**src/rtl/pci_side_defines.svh**
```systemverilog
// Constants for the PCI-side bus interface.
`ifndef PCI_SIDE_DEFINES_SVH
`define PCI_SIDE_DEFINES_SVH
`define CMD_CFG_RD   4'hA
`define CMD_CFG_WR   4'hB
`define CMD_WR_BIT   0
`define TGT_BASE     32'h0000_0300
`define TGT_MASK     32'hFFFF_FFF0
`define SUB_DLY      3'h3
`define MABORT_CYC   3'h5
`define CNT_ONE      3'h1
`define AD_STEP      32'h0000_0004
`endif

```
**src/rtl/pci_side_pkg.sv**
```systemverilog
// Types shared by the PCI-side bus interface.
package pci_side_pkg;
  typedef enum logic [1:0] {
    M_IDLE = 2'b00,
    M_ADDR = 2'b01,
    M_DATA = 2'b10,
    M_TURN = 2'b11
  } mst_state_e;

  typedef enum logic [1:0] {
    T_IDLE = 2'b00,
    T_WAIT = 2'b01,
    T_DATA = 2'b10,
    T_TURN = 2'b11
  } tgt_state_e;

  typedef struct packed {
    logic [3:0]  cmd;
    logic [31:0] addr;
    logic [31:0] data;
    logic [3:0]  be_n;
  } xfer_s;

  typedef struct packed {
    logic [31:0] ad;
    logic [3:0]  cbe_n;
    logic        frame_n;
    logic        irdy_n;
    logic        trdy_n;
    logic        stop_n;
    logic        devsel_n;
    logic        idsel;
  } bus_in_s;

  typedef struct packed {
    logic [31:0] ad;
    logic        ad_oe;
    logic [3:0]  cbe_n;
    logic        cbe_oe;
    logic        frame_n;
    logic        frame_oe;
    logic        irdy_n;
    logic        irdy_oe;
    logic        trdy_n;
    logic        trdy_oe;
    logic        stop_n;
    logic        stop_oe;
    logic        devsel_n;
    logic        devsel_oe;
  } bus_out_s;

  typedef struct packed {
    mst_state_e  st;
    logic [2:0]  cnt;
    xfer_s       x;
    bus_out_s    drv;
    logic        done;
    logic        retry;
    logic        abort;
  } mst_s;

  typedef struct packed {
    tgt_state_e  st;
    logic [2:0]  cnt;
    logic        wr;
    logic        sel;
    xfer_s       x;
    bus_out_s    drv;
    logic        strobe;
  } tgt_s;
endpackage

```
**src/rtl/pci_side_bus_interface.sv**
```systemverilog
// PCI-side initiator and target bus interface of a PCI-to-ISA bridge.
//
// Overview of operation
// - AD carries the address in the first clock and data afterwards.
// - As initiator we drive AD for address and write data, float on read.
// - As target we sample AD on address and write, drive it on read.
// - C/BE carries the command in the address phase, byte enables after.
// - C/BE is driven only while initiator and is an input as target.
// - Configuration cycles are claimed only with the ID select high.
// - The initiator frames the cycle and drops frame on the last phase.
// - As target frame is only sampled, for start and last phase.
// - Initiator-ready marks valid write data or readiness for read data.
// - As target a transfer waits for initiator-ready from the far side.
// - A data phase completes only when both ready lines are asserted.
// - Frame, ready, stop and select lines are driven high one clock before they float; AD and C/BE float at once.
// - Device select comes one cycle after frame, or four if subtractive.
// - Target-ready shows read data placed or readiness for write data.
// - Stop with target-ready disconnects, stop alone asks for a retry.
`timescale 1ns/100ps
`include "pci_side_defines.svh"

module pci_side_bus_interface (
  input  wire logic                i_mclk,
  input  wire logic                i_rst,
  input  wire logic                i_ce,
  input  wire logic [31:0]         i_ad,
  input  wire logic [3:0]          i_cbe_n,
  input  wire logic                i_frame_n,
  input  wire logic                i_irdy_n,
  input  wire logic                i_trdy_n,
  input  wire logic                i_stop_n,
  input  wire logic                i_devsel_n,
  input  wire logic                i_idsel,
  output logic [31:0]              o_ad,
  output logic                     o_ad_oe,
  output logic [3:0]               o_cbe_n,
  output logic                     o_cbe_oe,
  output logic                     o_frame_n,
  output logic                     o_frame_oe,
  output logic                     o_irdy_n,
  output logic                     o_irdy_oe,
  output logic                     o_trdy_n,
  output logic                     o_trdy_oe,
  output logic                     o_stop_n,
  output logic                     o_stop_oe,
  output logic                     o_devsel_n,
  output logic                     o_devsel_oe,
  input  wire logic                i_mst_req,
  input  wire pci_side_pkg::xfer_s i_mst_xfer,
  output logic                     o_mst_busy,
  output logic                     o_mst_done,
  output logic                     o_mst_retry,
  output logic                     o_mst_abort,
  output logic [31:0]              o_mst_rdata,
  input  wire logic                i_sub_en,
  input  wire logic [1:0]          i_sub_point,
  input  wire logic                i_tgt_ready,
  input  wire logic                i_tgt_retry,
  input  wire logic                i_tgt_disc,
  input  wire logic [31:0]         i_tgt_rdata,
  output logic                     o_tgt_strobe,
  output pci_side_pkg::xfer_s      o_tgt_acc
);

  function automatic pci_side_pkg::bus_out_s idle_drv();
    pci_side_pkg::bus_out_s d;
    d          = '0;
    d.frame_n  = 1'b1;
    d.irdy_n   = 1'b1;
    d.trdy_n   = 1'b1;
    d.stop_n   = 1'b1;
    d.devsel_n = 1'b1;
    return d;
  endfunction

  function automatic logic is_cfg(logic [3:0] cmd);
    return (cmd == `CMD_CFG_RD) || (cmd == `CMD_CFG_WR);
  endfunction

  // ==========================================================================
  // Input synchronisers
  pci_side_pkg::bus_in_s pin_meta;
  pci_side_pkg::bus_in_s sy;
  logic                  frame_prev_n;

  always_ff @(posedge i_mclk) begin
    if (i_rst) begin
      pin_meta     <= '1;
      sy           <= '1;
      frame_prev_n <= 1'b1;
    end else if (i_ce) begin
      pin_meta     <= {i_ad, i_cbe_n, i_frame_n, i_irdy_n, i_trdy_n,
                       i_stop_n, i_devsel_n, i_idsel};
      sy           <= pin_meta;
      frame_prev_n <= sy.frame_n;
    end
  end

  // ==========================================================================
  // Initiator
  pci_side_pkg::mst_s m;
  pci_side_pkg::mst_s next_m;
  pci_side_pkg::tgt_s t;
  pci_side_pkg::tgt_s next_t;
  logic               bus_idle;
  logic               mst_busy;
  logic               next_mst_busy;
  logic [31:0]        mst_rdata;
  logic [31:0]        next_mst_rdata;

  assign bus_idle = sy.frame_n && sy.irdy_n;

  always_comb begin
    next_m         = m;
    next_m.done    = 1'b0;
    next_m.retry   = 1'b0;
    next_m.abort   = 1'b0;
    next_mst_rdata = mst_rdata;
    case (m.st)
      pci_side_pkg::M_IDLE: begin
        if (i_mst_req && bus_idle && (t.st == pci_side_pkg::T_IDLE)) begin
          next_m.x            = i_mst_xfer;
          next_m.drv          = idle_drv();
          next_m.drv.ad       = i_mst_xfer.addr;
          next_m.drv.ad_oe    = 1'b1;
          next_m.drv.cbe_n    = i_mst_xfer.cmd;
          next_m.drv.cbe_oe   = 1'b1;
          next_m.drv.frame_n  = 1'b0;
          next_m.drv.frame_oe = 1'b1;
          next_m.drv.irdy_oe  = 1'b1;
          next_m.st           = pci_side_pkg::M_ADDR;
        end
      end
      pci_side_pkg::M_ADDR: begin
        next_m.drv.ad      = m.x.cmd[`CMD_WR_BIT] ? m.x.data : '0;
        next_m.drv.ad_oe   = m.x.cmd[`CMD_WR_BIT];
        next_m.drv.cbe_n   = m.x.be_n;
        next_m.drv.frame_n = 1'b1;
        next_m.drv.irdy_n  = 1'b0;
        next_m.cnt         = '0;
        next_m.st          = pci_side_pkg::M_DATA;
      end
      pci_side_pkg::M_DATA: begin
        if (m.cnt != `MABORT_CYC) begin
          next_m.cnt = m.cnt + `CNT_ONE;
        end
        if (!sy.trdy_n && !m.drv.irdy_n) begin
          next_m.done    = 1'b1;
          next_mst_rdata = sy.ad;
        end else if (!sy.stop_n) begin
          next_m.retry   = 1'b1;
        end else if (sy.devsel_n && (m.cnt == `MABORT_CYC)) begin
          next_m.abort   = 1'b1;
        end
        if (next_m.done || next_m.retry || next_m.abort) begin
          next_m.drv.irdy_n   = 1'b1;
          next_m.drv.ad_oe    = 1'b0;
          next_m.drv.cbe_oe   = 1'b0;
          next_m.drv.frame_oe = 1'b0;
          next_m.st           = pci_side_pkg::M_TURN;
        end
      end
      pci_side_pkg::M_TURN: begin
        next_m.drv = idle_drv();
        next_m.st  = pci_side_pkg::M_IDLE;
      end
      default: begin
        next_m = '0;
      end
    endcase
    next_mst_busy = (next_m.st != pci_side_pkg::M_IDLE);
  end

  always_ff @(posedge i_mclk) begin
    if (i_rst) begin
      m         <= '0;
      mst_rdata <= '0;
      mst_busy  <= 1'b0;
    end else if (i_ce) begin
      m         <= next_m;
      mst_rdata <= next_mst_rdata;
      mst_busy  <= next_mst_busy;
    end
  end

  // ==========================================================================
  // Target
  logic frame_fall;
  logic tgt_xfer;

  assign frame_fall = !sy.frame_n && frame_prev_n;
  assign tgt_xfer   = !t.drv.trdy_n && !sy.irdy_n;

  always_comb begin
    next_t        = t;
    next_t.strobe = 1'b0;
    case (t.st)
      pci_side_pkg::T_IDLE: begin
        next_t.drv = idle_drv();
        if (frame_fall && (m.st == pci_side_pkg::M_IDLE)) begin
          next_t.x.addr = sy.ad;
          next_t.x.cmd  = sy.cbe_n;
          next_t.wr     = sy.cbe_n[`CMD_WR_BIT];
          next_t.sel    = sy.idsel;
          next_t.cnt    = `CNT_ONE;
          if (is_cfg(sy.cbe_n) ? sy.idsel
              : ((sy.ad & `TGT_MASK) == `TGT_BASE)) begin
            next_t.drv.devsel_n  = 1'b0;
            next_t.drv.devsel_oe = 1'b1;
            next_t.drv.trdy_oe   = 1'b1;
            next_t.drv.stop_oe   = 1'b1;
            next_t.st            = pci_side_pkg::T_DATA;
          end else if (i_sub_en && !is_cfg(sy.cbe_n)) begin
            next_t.st            = pci_side_pkg::T_WAIT;
          end
        end
      end
      pci_side_pkg::T_WAIT: begin
        next_t.cnt = t.cnt + `CNT_ONE;
        if (!sy.devsel_n && (t.cnt <= {1'b0, i_sub_point})) begin
          next_t.st = pci_side_pkg::T_IDLE;
        end else if (t.cnt == `SUB_DLY) begin
          next_t.drv.devsel_n  = 1'b0;
          next_t.drv.devsel_oe = 1'b1;
          next_t.drv.trdy_oe   = 1'b1;
          next_t.drv.stop_oe   = 1'b1;
          next_t.st            = pci_side_pkg::T_DATA;
        end
      end
      pci_side_pkg::T_DATA: begin
        next_t.drv.ad     = i_tgt_rdata;
        next_t.drv.ad_oe  = !t.wr;
        next_t.drv.trdy_n = !(i_tgt_ready && !i_tgt_retry);
        next_t.drv.stop_n = !(i_tgt_retry || i_tgt_disc);
        if (tgt_xfer) begin
          next_t.strobe    = 1'b1;
          next_t.x.be_n    = sy.cbe_n;
          next_t.x.data    = t.wr ? sy.ad : t.drv.ad;
          next_t.x.addr    = t.x.addr + `AD_STEP;
        end
        if (sy.frame_n && (tgt_xfer || (!t.drv.stop_n && !sy.irdy_n))) begin
          next_t.drv.devsel_n = 1'b1;
          next_t.drv.trdy_n   = 1'b1;
          next_t.drv.stop_n   = 1'b1;
          next_t.drv.ad_oe    = 1'b0;
          next_t.st           = pci_side_pkg::T_TURN;
        end
      end
      pci_side_pkg::T_TURN: begin
        next_t.drv = idle_drv();
        next_t.st  = pci_side_pkg::T_IDLE;
      end
      default: begin
        next_t = '0;
      end
    endcase
  end

  always_ff @(posedge i_mclk) begin
    if (i_rst) begin
      t <= '0;
    end else if (i_ce) begin
      t <= next_t;
    end
  end

  // ==========================================================================
  // Pin and user outputs
  pci_side_pkg::bus_out_s pin;
  pci_side_pkg::bus_out_s next_pin;

  always_comb begin
    next_pin = (next_m.st != pci_side_pkg::M_IDLE) ? next_m.drv : next_t.drv;
  end

  always_ff @(posedge i_mclk) begin
    if (i_rst) begin
      pin <= idle_drv();
    end else if (i_ce) begin
      pin <= next_pin;
    end
  end

  assign {o_ad, o_ad_oe, o_cbe_n, o_cbe_oe, o_frame_n, o_frame_oe,
          o_irdy_n, o_irdy_oe, o_trdy_n, o_trdy_oe, o_stop_n, o_stop_oe,
          o_devsel_n, o_devsel_oe} = pin;
  assign o_mst_busy   = mst_busy;
  assign o_mst_done   = m.done;
  assign o_mst_retry  = m.retry;
  assign o_mst_abort  = m.abort;
  assign o_mst_rdata  = mst_rdata;
  assign o_tgt_strobe = t.strobe;
  assign o_tgt_acc    = t.x;
endmodule // pci_side_bus_interface

```
**config.mk**
```make
export PLATFORM = sky130hd
export DESIGN_NAME = pci_side_bus_interface
export DESIGN_NICKNAME = d
export VERILOG_FILES = /design/src/rtl/pci_side_pkg.sv /design/src/rtl/pci_side_bus_interface.sv
export VERILOG_INCLUDE_DIRS = /design/src /design/src/rtl
export SDC_FILE = /design/constraint.sdc
export NUM_CORES = 1
export LEC_CHECK = 0
export BUFFER_PORTS_ARGS = -buffer_cell sky130_fd_sc_hd__buf_2
export CAP_MARGIN = 10
export CORE_MARGIN = 2
export CORE_UTILIZATION = 57
export DETAILED_ROUTE_END_ITERATION = 7
export PLACE_DENSITY = 0.87
export SYNTH_ARGS = -nofsm -noshare
export SYNTH_HDL_FRONTEND = slang
export SYNTH_SLANG_ARGS = --single-unit
```
**constraint.sdc**
```tcl
create_clock -name i_mclk -period 6.15 [get_ports i_mclk]
set_input_delay 0.615 -clock i_mclk [delete_from_list [all_inputs] [get_ports i_mclk]]
set_output_delay 0.615 -clock i_mclk [all_outputs]
set_load 0.05 [all_outputs]
```
After elaboration in Yosys (flattened, before gate mapping):

Index checks and enable logic that the tools add are counted.
W data, S select, Z words.

* bits in registers: 387
* input bits: 156
* word-level logic and storage cells: 207

* add/sub/neg operators: 3
* mux-type cells: 61
* magnitude comparators: 1
* reductions and logical operators: 46
* equal/unequal tests: 18

Operators by type and width (count)
* $mux W48: 2
* $pmux W32 S3: 1
* $mux W68: 1
* $pmux W33 S2: 1
* $mux W32: 2
* $pmux W32 S2: 1
* $mux W43: 1
* $add A32 B3 Y32 const B: 1
* $eq A28 B6 Y1 const B: 1
* $mux W2: 10
* $mux W1: 18
* $mux W3: 6
* $reduce_and A3 Y1: 6
* $pmux W2 S4: 2
* $pmux W1 S3: 5
* $pmux W7 S2: 1
* $logic_and A1 B1 Y1: 13
* $logic_not A1 Y1: 12
* $pmux W1 S4: 3
* $pmux W3 S2: 2
* $pmux W4 S3: 1
* $mux W9: 1
* $eq A2 B2 Y1 const B: 4
* $eq A4 B4 Y1 const B: 2
* other kinds (16): 32

Logic depth before layout (Yosys ltp):

Gate-level depths: netlist of run 1.

* word-level depth: 12
* mapped depth: 10
* mapped depth without buffers: 7

Worst setup path after synthesis of run 1:

Ideal clock, no wire load.

* path type: reg-to-reg
* from: register m[126] in the netlist's numbering
* to: register pin (netlist bit o_ad[12])
* slack: 4073 ps
* required time: 6047 ps
* arrival: 1974 ps
* setup time: 103 ps
* buffers on the path: 3
* cell stages (with the launch flop): 10
* clock period less this slack: 2077 ps
* path through: dfxtp_1 inv_1 ha_1 buf_2 or2_1 buf_2 a31oi_4 buf_2 nor3_1 a2111oi_2

* word-level cells in the longest chain between the ends: 4

Ends and longest elaborated chain
* from (decl): RTL line pci_side_bus_interface.sv:101 `pci_side_pkg::mst_s m;`
* from (signal assigned): RTL line pci_side_bus_interface.sv:180 `m <= next_m;`
* $eq A2 B2 Y1 (tied with other cells): RTL line pci_side_bus_interface.sv:119 `case (m.st)`
* $pmux W2 S4: RTL line pci_side_bus_interface.sv:119
* $reduce_bool A2 Y1: RTL line pci_side_bus_interface.sv:273 `next_pin = (next_m.st != pci_side_pkg::M_IDLE) ? next_m.drv : next_t.drv;`
* $mux W48 *: RTL line pci_side_bus_interface.sv:273
* to (signal assigned): RTL line pci_side_bus_interface.sv:278 `pin <= idle_drv();`
* to (signal assigned): RTL line pci_side_bus_interface.sv:280 `pin <= next_pin;`
* to (decl): RTL line pci_side_bus_interface.sv:269 `pci_side_pkg::bus_out_s pin;`

Mark *: on every way between the ends. The rest lies on a longest branch, timed or not.
A chain may end at the register's enable or synchronous reset.

Worst setup path in the final report of run 1:

* from: register t[126] in the netlist's numbering
* to: register pin (netlist bit o_ad[7])

* word-level cells in the longest chain between the ends: 6

Ends and longest elaborated chain
* from (decl): RTL line pci_side_bus_interface.sv:103 `pci_side_pkg::tgt_s t;`
* from (signal assigned): RTL line pci_side_bus_interface.sv:263 `t <= next_t;`
* $logic_not A2 Y1: RTL line pci_side_bus_interface.sv:121, pci_side_bus_interface.sv:197
* $logic_and A1 B1 Y1: RTL line pci_side_bus_interface.sv:121 `if (i_mst_req && bus_idle && (t.st == pci_side_pkg::T_IDLE)) begin`
* $mux W2: RTL line pci_side_bus_interface.sv:121
* $pmux W2 S4: RTL line pci_side_bus_interface.sv:119
* $reduce_bool A2 Y1: RTL line pci_side_bus_interface.sv:273
* $mux W48 *: RTL line pci_side_bus_interface.sv:273

Marked as above.

==> flow_summary.yaml, run 1 <==
run_status:
  run_status: "completed"
sta:
  worst_pin_slew_ps: 1270
  fin_crit_ps: 3300
  finalSetupViolations: 0
  rsz0062_at_grt: "false"
  drv_slew: 0
  report.final.hold_viol_count: 0
  period_share_pct: 53.7
  fmax_ghz: 0.303
  timing.slew.headroom_pct: 15.5
  setup_ws_ps: 2850
  fin_setup_tns_ps: 0
  clock_skew_ps: 15.9
cts:
  clk_pin_slew_ps: 60
  clock-sinks: 385
  cts_setup_buffers: 0
  postCtsHoldBufs: 0
  cts_resized: 0
  clk_latency_ps: 530
  numCtsBuffers: 40
  cts_tree: "done"
  ctsRootBufferMaster: "clkbuf_16"
  cts.htree.levels: 2
  clk_path_buf_depth: 3
route:
  routed-via-count: 16029
  drt-vias-per-instance: 6.09
  drcViolationCount: 0
  first_pass_iters: 6
  wl_per_cell_um: 19.6
  drt-initial-drc-count: 1708
  drt_wl_total_um: 51700
  antenna_left: 0
grt:
  grt_usage_pct: 30.1
  grt_max_degree: 170
  grt_antenna_before_repair: 10
  grt_remaining_overflow: 0
  grt_pass1_vias: 14914
  grt_pass1_wl_um: 80200
critical_path:
  ff2ff_setup_slack_ps: 2850
  critPathCaptureType: "register"
  critPathLaunch: "t[126]$_SDFFE_PP0P_"
  critPathKind: "register to register"
  cp.required_ps: 6570
  crit_path_start_kind: "register"
  path_max_fanout: 31
  cp.arrival_ps: 3720
  reg2reg_depth: 7
  rr_startpoint: "t[126]$_SDFFE_PP0P_"
  endpoint: "o_ad[7]$_SDFFE_PP0P_"
  reg2reg_to: "o_ad[7]$_SDFFE_PP0P_"
layout:
  fin_cells: 2633
  synthToLayoutAreaGrowth_pct: 13.8
  finalNetCount: 2371
  final_layout_size_suffix_gt1_share_pct: 20.5
power_and_ir_drop:
  irDropWorstVdd_mv: 0.262
  leakage_nw: 8.16
  power.density_nw_per_um2: 317
  p_total_mw: 6.39
floorplan:
  dieArea_sq_um: 32500
  die_w_um: 180
  initial_core_util_pct: 57.9
  die_h_um: 180
  fp-row-count: 64
  core_sq_um: 30600
  ios: 313
synthesis:
  syn_avg_cell_area_sq_um: 8.59
  synthFlopType: "dfxtp_1"
  synth_edf_count: 0
  synth_nets: 2231
  synth.top_cell.area_share_pct: 43.5
  yosys-top-cells-area: "dfxtp_1 44%, mux2i_1 8.7%, nand2_1 7.1%, a21oi_1 5.5%, nor2_1 3.8%"
  syn_inst: 2060
  yosys.area.top_type: "dfxtp_1"
  synth_cell_type_count: 75
  synth_warnings: 0
  ys_seq_elements: 385
  ys_seq_area_share_pct: 43.5
  async_reset_ff_share_pct: 0
  syn_area_sq_um: 17700
place:
  placedCellCount: 2554
  dp_hpwl_um: 34900
  gp_congestion: 0.947
  preCtsSetupSlack_ps: 2980
  port_buffers: 312
min_path:
  hold_path.class: "input pin to register"
run:
  maxCapViolations: 0
## synth_stat cells, types with 5 or more instances
master       n
and4_1       6
a221oi_1    10
clkbuf_1    98
buf_2       47
a22oi_1      9
buf_1        9
mux2i_1    153
o32ai_1      5
buf_4       78
nand4_1     14
nor2_1     178
inv_1       25
nand3_1     68
ha_1        15
and2_1      46
a2111oi_2   30
nor4_1       9
nor2b_1      9
o21ai_0     32
a31oi_1     18
a21oi_1    195
o41ai_1      5
o21a_1       7
dfxtp_1    385
a21o_1      11
a211oi_1    42
a221o_1     33
nor3_1      43
a311oi_1     6
o211ai_1     5
and3_1      39
nand2_1    335
or3_1        5
## flip-flops by register name (all words and copies together) (netlist names), 4 cells and up
signal and count:
pin_meta 42, o_tgt_acc 72, o_ad 32, o_mst_rdata 32, o_cbe_n 4, m 90
t 53, sy 42
## cell type report
class                           instances  area, sq um
Antenna cell                            7         17.5
Clock inverter                         13          205
Sequential cell                       385         7710
Fill cell                            2484        10400
Timing Repair Buffer                  333         1750
Clock buffer                           59         1190
Multi-Input combinational cell       1415         8690
Inverter                               25         93.8
Tap cell                              396          495
## cells by family (layout without fill, tap and decap cells)
family | Yosys count | in the layout | share of synthesized area [%]
fa+ha+maj | 15 | 15 | 1.06
mux | 155 | 155 | 8.78
simple gates | 784 | 784 | 20.3
xor+xnor | 2 | 2 | 0.0990
buf+inv | 260 | 430 | 7.63
other cells | 0 | 7 | 0
flops | 385 | 385 | 43.5
compound gates | 459 | 459 | 18.6
## critical path, cell delays in order (launching register included)
cell and delay (ps):
dfxtp_1 360, inv_1 120, ha_1 300, and4_1 570
and3_1 1080, a221o_1 320, nor3_1 70, a2111oi_2 340
## where the power goes
group          total [mW]  switching [mW]  internal (mW)
clock network        2.55           0.990           1.56
registers            2.74           0.107           2.63
logic                1.11           0.758          0.349
total                6.39            1.85           4.54
## worst min-delay path by stage
stage	from	endpoint	cells after the start
after floorplan	t[11]$_SDFFE_PP0P_	t[11]$_SDFFE_PP0P_	1
after global placement	m[80]$_SDFFE_PP0P_	m[80]$_SDFFE_PP0P_	2
after detailed placement	m[80]$_SDFFE_PP0P_	m[80]$_SDFFE_PP0P_	2
after CTS	i_cbe_n[3]	pin_meta[9]$_SDFFE_PP1P_	3
after global routing	i_ad[13]	pin_meta[23]$_SDFFE_PP1P_	3
final	i_cbe_n[3]	pin_meta[9]$_SDFFE_PP1P_	3
## layout by cell type, fill, tap and decap left out, types with 6 or more instances in the layout
master,netlist,final
buf_4,78,20
and4_1,6,6
a221o_1,33,33
ha_1,15,13
a22oi_1,9,9
clkbuf_1,98,9
nor3_1,43,42
clkinv_2,0,6
a211oi_1,42,42
o21ai_0,32,32
a21oi_1,195,195
and3_1,39,39
a2111oi_2,30,30
nor2b_1,9,9
a221oi_1,10,10
a311oi_1,6,6
nand2_1,335,335
buf_2,47,310
a21o_1,11,11
inv_1,25,23
a31oi_1,18,18
o21a_1,7,7
clkbuf_16,0,42
nand4_1,14,14
and2_1,46,46
mux2i_1,153,153
clkbuf_8,0,8
nor2_1,178,176
nor4_1,9,9
nand3_1,68,68
diode_2,0,7
dfxtp_1,385,384
## metal layers
| metal | up-vias | part of all wire (%) | track usage, % |
|---|---|---|---|
| li1 | 7531 | - | - |
| met1 | 7574 | 42 | 40.7 |
| met2 | 803 | 46 | 48.0 |
| met3 | 115 | 9.2 | 5.90 |
| met4 | 6 | 3.1 | 10.9 |
| met5 | - | 0.075 | 0 |
## stage by stage
step           hold slack (ps)  instance area [sq um]  utilization (%)
5_1_grt                    304                  20100             65.9
3_5_place_dp               442                  18700             61.2
6_report                   307                  20200             65.9
3_3_place_gp               438                  18700             61.2
2_1_floorplan              429                  17700                -
4_1_cts                    294                  20100             65.8
(Power assumes the default switching activity.)
==> run 2, diff against run 1 <==
Settings changed: ABC_AREA set to 1, CORE_UTILIZATION 57 to 56, PLACE_DENSITY 0.87 to 0.86.
Clock period 6.15 ns to 3.11 ns, I/O delays scaled along.
==> run 2 against run 1 <==
  * Combinational power up 55%
  * Global-route usage up 1.8 points
  * Clock power up 96%
  * Cell count up 18%
  * Setup slack worse by 2200 ps
  * Clock skew up 10 ps
  * Sequential share of layout area down 0.35 points
  * Register-to-register slack worse by 2200 ps
  * Largest power group unchanged
==> flow_summary.yaml, run 2 <==
synthesis:
  syn_inst: 2526
  synthTopCellsByCount: "421 x nand2_1, 385 x dfxtp_1, 340 x o21ai_0"
  ys_seq_area_share_pct: 43.5
  syn_area_sq_um: 17700
  synth.area.mux_share_pct: 0
  yosysMostFrequentCell: "nand2_1"
  synth_warnings: 0
  synth_edf_count: 0
  syn_avg_cell_area_sq_um: 7.02
  synth-simple-area-share_pct: 20.2
  synth_top_family_by_area: "compound AO/OA/AOI/OAI gates"
  synth_cell_type_count: 45
  yosys-top-cells-area: "dfxtp_1 43%, o21ai_0 9.6%, a21oi_1 9.2%, nand2_1 8.9%, inv_1 6.2%"
  synthAdderAreaFrac_pct: 1.06
  yosys.area.top_type: "dfxtp_1"
  synthFlopType: "dfxtp_1"
  synth.top_cell.area_share_pct: 43.5
  synth_nets: 2697
  ys_seq_elements: 385
  async_reset_ff_share_pct: 0
  synth_xor_area_share_pct: 0
  synth_compound_area_share_pct: 21.9
critical_path:
  max_stage_delay_ps: 430
  crit_path_start_kind: "register"
  critPathBufInv: 3
  cp.required_ps: 3540
  crit_top_cell: "inv_1"
  rr_startpoint: "t[127]$_SDFFE_PP0P_"
  path_max_fanout: 33
  critPathLaunch: "t[127]$_SDFFE_PP0P_"
  crit_family: "simple AND/OR/NAND/NOR gates"
  reg2reg_depth: 11
  reg2reg_to: "m[50]$_SDFFE_PP0P_"
  critPathSlowestCell: "nand2_2"
  path_cells: "inv_1, ha_1, nand4_2, nor2_2, inv_2, nand2_2, nor2_1, a21oi_1, nand2_1, o211ai_1, inv_1"
  cp.arrival_ps: 2870
  ff2ff_setup_slack_ps: 680
  critPathKind: "register to register"
  critPathCaptureType: "register"
layout:
  n_fill_cell: 2722
  fin_cells: 3117
  final_layout_size_suffix_gt1_share_pct: 16.3
  largest_reg_flops: 90
  final_common_cell: "nand2_1"
  finalNetCount: 2853
  regMostFlops: "m"
  final_area_sq_um: 20300
  synthToLayoutAreaGrowth_pct: 14.6
  layout_common_cells: "420 x nand2_1, 385 x dfxtp_1, 340 x o21ai_0, 327 x a21oi_1, 310 x buf_2"
run:
  maxCapViolations: 0
floorplan:
  initial_core_util_pct: 56.5
  dieArea_sq_um: 33100
  fp-row-count: 65
  ios: 313
  die_w_um: 182
  die_h_um: 182
  core_sq_um: 31400
route:
  drt-initial-drc-count: 1974
  drcViolationCount: 0
  wl_per_cell_um: 17.5
  drt-vias-per-instance: 5.64
  routed-via-count: 17570
  first_pass_iters: 5
  drt_wl_total_um: 54700
  antenna_left: 0
grt:
  grt_usage_pct: 31.9
  grt_antenna_before_repair: 2
  grt_max_degree: 166
  grt_pass1_vias: 16477
  grt_pass1_wl_um: 85600
  grt_remaining_overflow: 0
sta:
  worst_pin_slew_ps: 1130
  fmax_ghz: 0.411
  drv_slew: 0
  clock_skew_ps: 25.9
  period_share_pct: 78.3
  rsz0062_at_grt: "false"
  report.final.hold_viol_count: 0
  fin_crit_ps: 2430
  fin_setup_tns_ps: 0
  timing.slew.headroom_pct: 24.5
  finalSetupViolations: 0
place:
  dp_hpwl_um: 37900
  gp_congestion: 0.926
  dpl-instance-area_sq_um: 18800
  placedCellCount: 3029
  port_buffers: 312
cts:
  postCtsHoldBufs: 12
  clock-sinks: 385
  cts_setup_buffers: 0
  clk_pin_slew_ps: 60
  clk_latency_ps: 540
  numCtsBuffers: 41
  ctsRootBufferMaster: "clkbuf_16"
  cts.htree.levels: 2
  clk_path_buf_depth: 3
  cts_tree: "done"
  cts_resized: 0
power_and_ir_drop:
  irDropWorstVdd_mv: 0.523
  leakage_nw: 9.45
  p_total_mw: 12.1
  power.density_nw_per_um2: 597
min_path:
  hold_path.startpoint: "i_ad[26]"
  hold_path.class: "input pin to register"
  whs_endpoint: "pin_meta[36]$_SDFFE_PP1P_"
  min_path_cells: 3
run_status:
  run_status: "completed"
-- run 2: worst min-delay path, cell delays in order --
cell and delay, ps:
buf_2 90, nand2_1 50, nand3_1 60
-- run 2: logic make-up after synthesis --
group | Yosys count
flops | 385
compound gates | 748
simple gates | 846
buf+inv | 532
fa+ha+maj | 15
-- run 2: worst max-delay path by stage --
stage                                            end  cells past startpoint
final                             m[50]$_SDFFE_PP0P_                     11
after global routing            o_ad[7]$_SDFFE_PP0P_                      8
after CTS                         m[50]$_SDFFE_PP0P_                     11
after detailed placement          m[50]$_SDFFE_PP0P_                     11
after global placement        o_frame_n$_SDFFE_PP1P_                     12
after floorplan           o_tgt_acc[53]$_SDFFE_PP0P_                     10
-- run 2: metal layers --
| metal | global-route usage, % | vias to the layer above | part of all wire (%) | wire [um] |
|---|---|---|---|---|
| li1 | - | 8482 | - | - |
| met1 | 42.0 | 8115 | 41 | 22600 |
| met2 | 52.4 | 817 | 46 | 25300 |
| met3 | 5.35 | 154 | 8.3 | 4530 |
| met4 | 12.8 | 2 | 4.1 | 2240 |
| met5 | 0 | - | 0.024 | 13 |
-- run 2: power by group --
group | switching, mW | total (mW) | internal (mW)
combinational | 1.24 | 1.72 | 0.482
sequential | 0.197 | 5.41 | 5.22
clock | 2.05 | 5.01 | 2.96
total | 3.49 | 12.1 | 8.66
-- run 2: final cells by class --
type | instances | area [sq um] | share of cell area [%]
tap | 402 | 503 | 2.47
clock inverter | 20 | 204 | 1.00
sequential | 385 | 7710 | 37.9
timing repair buffer | 345 | 1910 | 9.41
antenna | 1 | 2.50 | 0.0123
multi-input combinational | 1609 | 7670 | 37.7
clock buffer | 55 | 1190 | 5.86
inverter | 300 | 1140 | 5.60
-- run 2: per-stage QoR --
step	util [%]	hold WS, ps	setup slack (ps)
final	64.8	6.15	675
after global placement	59.9	433	848
after floorplan	-	424	1270
after detailed placement	59.9	439	753
after CTS	64.8	2.89	712
after global routing	64.8	7.44	442
==> run 3, diff against run 2 <==
Clock period 3.11 ns to 2.42 ns, I/O delays scaled along.
==> run 3 against run 2 <==
  * Non-clock buffer count increased by 64
  * Sequential power increased by 29%
  * Worst hold slack improved by 2.9 ps
  * First-iteration DRC count increased by 12%
  * Count of clock-buffer cells in the layout increased by 8
  * Maximum frequency increased by 9.0%
  * Setup slack got worse by 490 ps
  * Critical path depth decreased by 2
  * Via count increased by 3.5%
  * Clock skew decreased by 13 ps
  * Highest routed layer is now met4
==> flow_summary.yaml, run 3 (same netlist as run 2, synthesis figures left out) <==
run_status:
  run_status: "completed"
critical_path:
  cp.required_ps: 2840
  critPathSlowestCell: "buf_4"
  cp.arrival_ps: 2650
  rr_startpoint: "m[126]$_SDFFE_PP0P_"
  critPathCaptureType: "register"
  critPathLaunch: "m[126]$_SDFFE_PP0P_"
  critPathKind: "register to register"
  crit_family: "buffers and inverters"
  max_stage_delay_ps: 410
  critPathBufInv: 3
  crit_top_cell: "buf_4"
  crit_path_start_kind: "register"
  path_cells: "inv_1, ha_1, buf_4, o21ai_2, nand3_4, nand2_4, buf_4, nor2_1, nor3_2"
  path_max_fanout: 36
power_and_ir_drop:
  irDropWorstVdd_mv: 0.514
  leakage_nw: 9.67
  power.density_nw_per_um2: 733
  p_total_mw: 15.3
grt:
  grt_pass1_wl_um: 88700
  grt_max_degree: 116
  grt_usage_pct: 33.2
  grt_pass1_vias: 17023
  grt_antenna_before_repair: 1
  grt_remaining_overflow: 0
layout:
  finalNetCount: 2917
  synthToLayoutAreaGrowth_pct: 17.4
  layout_common_cells: "420 x nand2_1, 385 x dfxtp_1, 340 x o21ai_0, 327 x a21oi_1, 310 x buf_2"
  regMostFlops: "m"
  final_layout_size_suffix_gt1_share_pct: 16.3
  largest_reg_flops: 90
  final_area_sq_um: 20800
  regArea_sq_um: 7710
  multiInputGateArea_sq_um: 7670
  n_fill_cell: 2677
  final_common_cell: "nand2_1"
route:
  routed-via-count: 18190
  drt-initial-drc-count: 2219
  drt_wl_total_um: 56700
  antenna_left: 0
  first_pass_iters: 8
  drcViolationCount: 0
  wl_per_cell_um: 17.8
  drt-vias-per-instance: 5.72
cts:
  cts.htree.levels: 2
  clock-sinks: 385
  cts_resized: 0
  ctsRootBufferMaster: "clkbuf_16"
  clk_path_buf_depth: 3
  clk_latency_ps: 530
  cts_tree: "done"
  numCtsBuffers: 41
  clk_pin_slew_ps: 60
sta:
  finalSetupViolations: 0
  report.final.hold_viol_count: 0
  period_share_pct: 92.3
  fin_crit_ps: 2230
  rsz0062_at_grt: "false"
  fin_setup_tns_ps: 0
  fmax_ghz: 0.448
  timing.slew.headroom_pct: 48.9
  worst_pin_slew_ps: 767
  drv_slew: 0
  fin_hold_ws_ps: 9.07
  clock_skew_ps: 12.9
place:
  dp_hpwl_um: 39100
  port_buffers: 312
  gp_congestion: 0.957
  dpl-instance-area_sq_um: 19000
floorplan:
  ios: 313
  fp-row-count: 65
  die_w_um: 182
  initial_core_util_pct: 56.5
  dieArea_sq_um: 33100
  core_sq_um: 31400
  die_h_um: 182
run:
  maxCapViolations: 0
min_path:
  hold_path.startpoint: "i_mst_xfer[9]"
  hold_path.class: "input pin to register"
## run 3: final timing paths
kind	slack, ps	to	cells past startpoint
setup / recovery	190	o_ad[22]$_SDFFE_PP0P_	9
hold / removal	9	m[60]$_SDFFE_PP0P_	3
setup reg to reg	190	o_ad[22]$_SDFFE_PP0P_	9
hold reg to reg	440	t[13]$_SDFFE_PP0P_	2
## run 3: metal layers
layer / GRT usage [%] / up-vias / share of wire, %
met5: 0 / - / 0
met4: 15.7 / 0 / 5.2
met3: 5.17 / 205 / 8.6
met2: 54.4 / 998 / 46
met1: 43.1 / 8366 / 40
li1: - / 8621 / -
## run 3: worst register-to-register path, stage by stage, from the launching register on
cell and delay, ps:
dfxtp_1 350, inv_1 140, ha_1 270, buf_4 410, o21ai_2 170, nand3_4 190
nand2_4 200, buf_4 230, nor2_1 120, nor3_2 40
## run 3: per-stage QoR
stage / worst slack, ps / std cells / util, %
finish: 187 / 3178 / 66.3
global route: 7.72 / 3178 / 66.3
CTS: 222 / 3177 / 66.3
detailed placement: 235 / 3053 / 60.7
global placement: 317 / 3053 / 60.7
floorplan: 577 / 2526 / -
## run 3: power breakdown
part | internal [mW] | switching (mW) | total, mW
combinational | 0.701 | 1.63 | 2.33
sequential | 6.70 | 0.258 | 6.96
clock | 3.39 | 2.58 | 5.97
total | 10.8 | 4.46 | 15.3
## run 3: cell type report
cell class | instances | share of cell area (%)
inverters | 300 | 5.47
flip-flops and latches | 385 | 37.0
diodes | 1 | 0.0120
well taps | 402 | 2.42
repair buffers | 409 | 12.2
clock buffers | 63 | 5.72
clock inverters | 9 | 0.282
multi-input cells | 1609 | 36.9
## run 3: timing repair
action / in CTS / in global routing
hold buffers: 52 / 0
buffers inserted: 0 / 0
endpoints found under the hold margin: 52 / 0
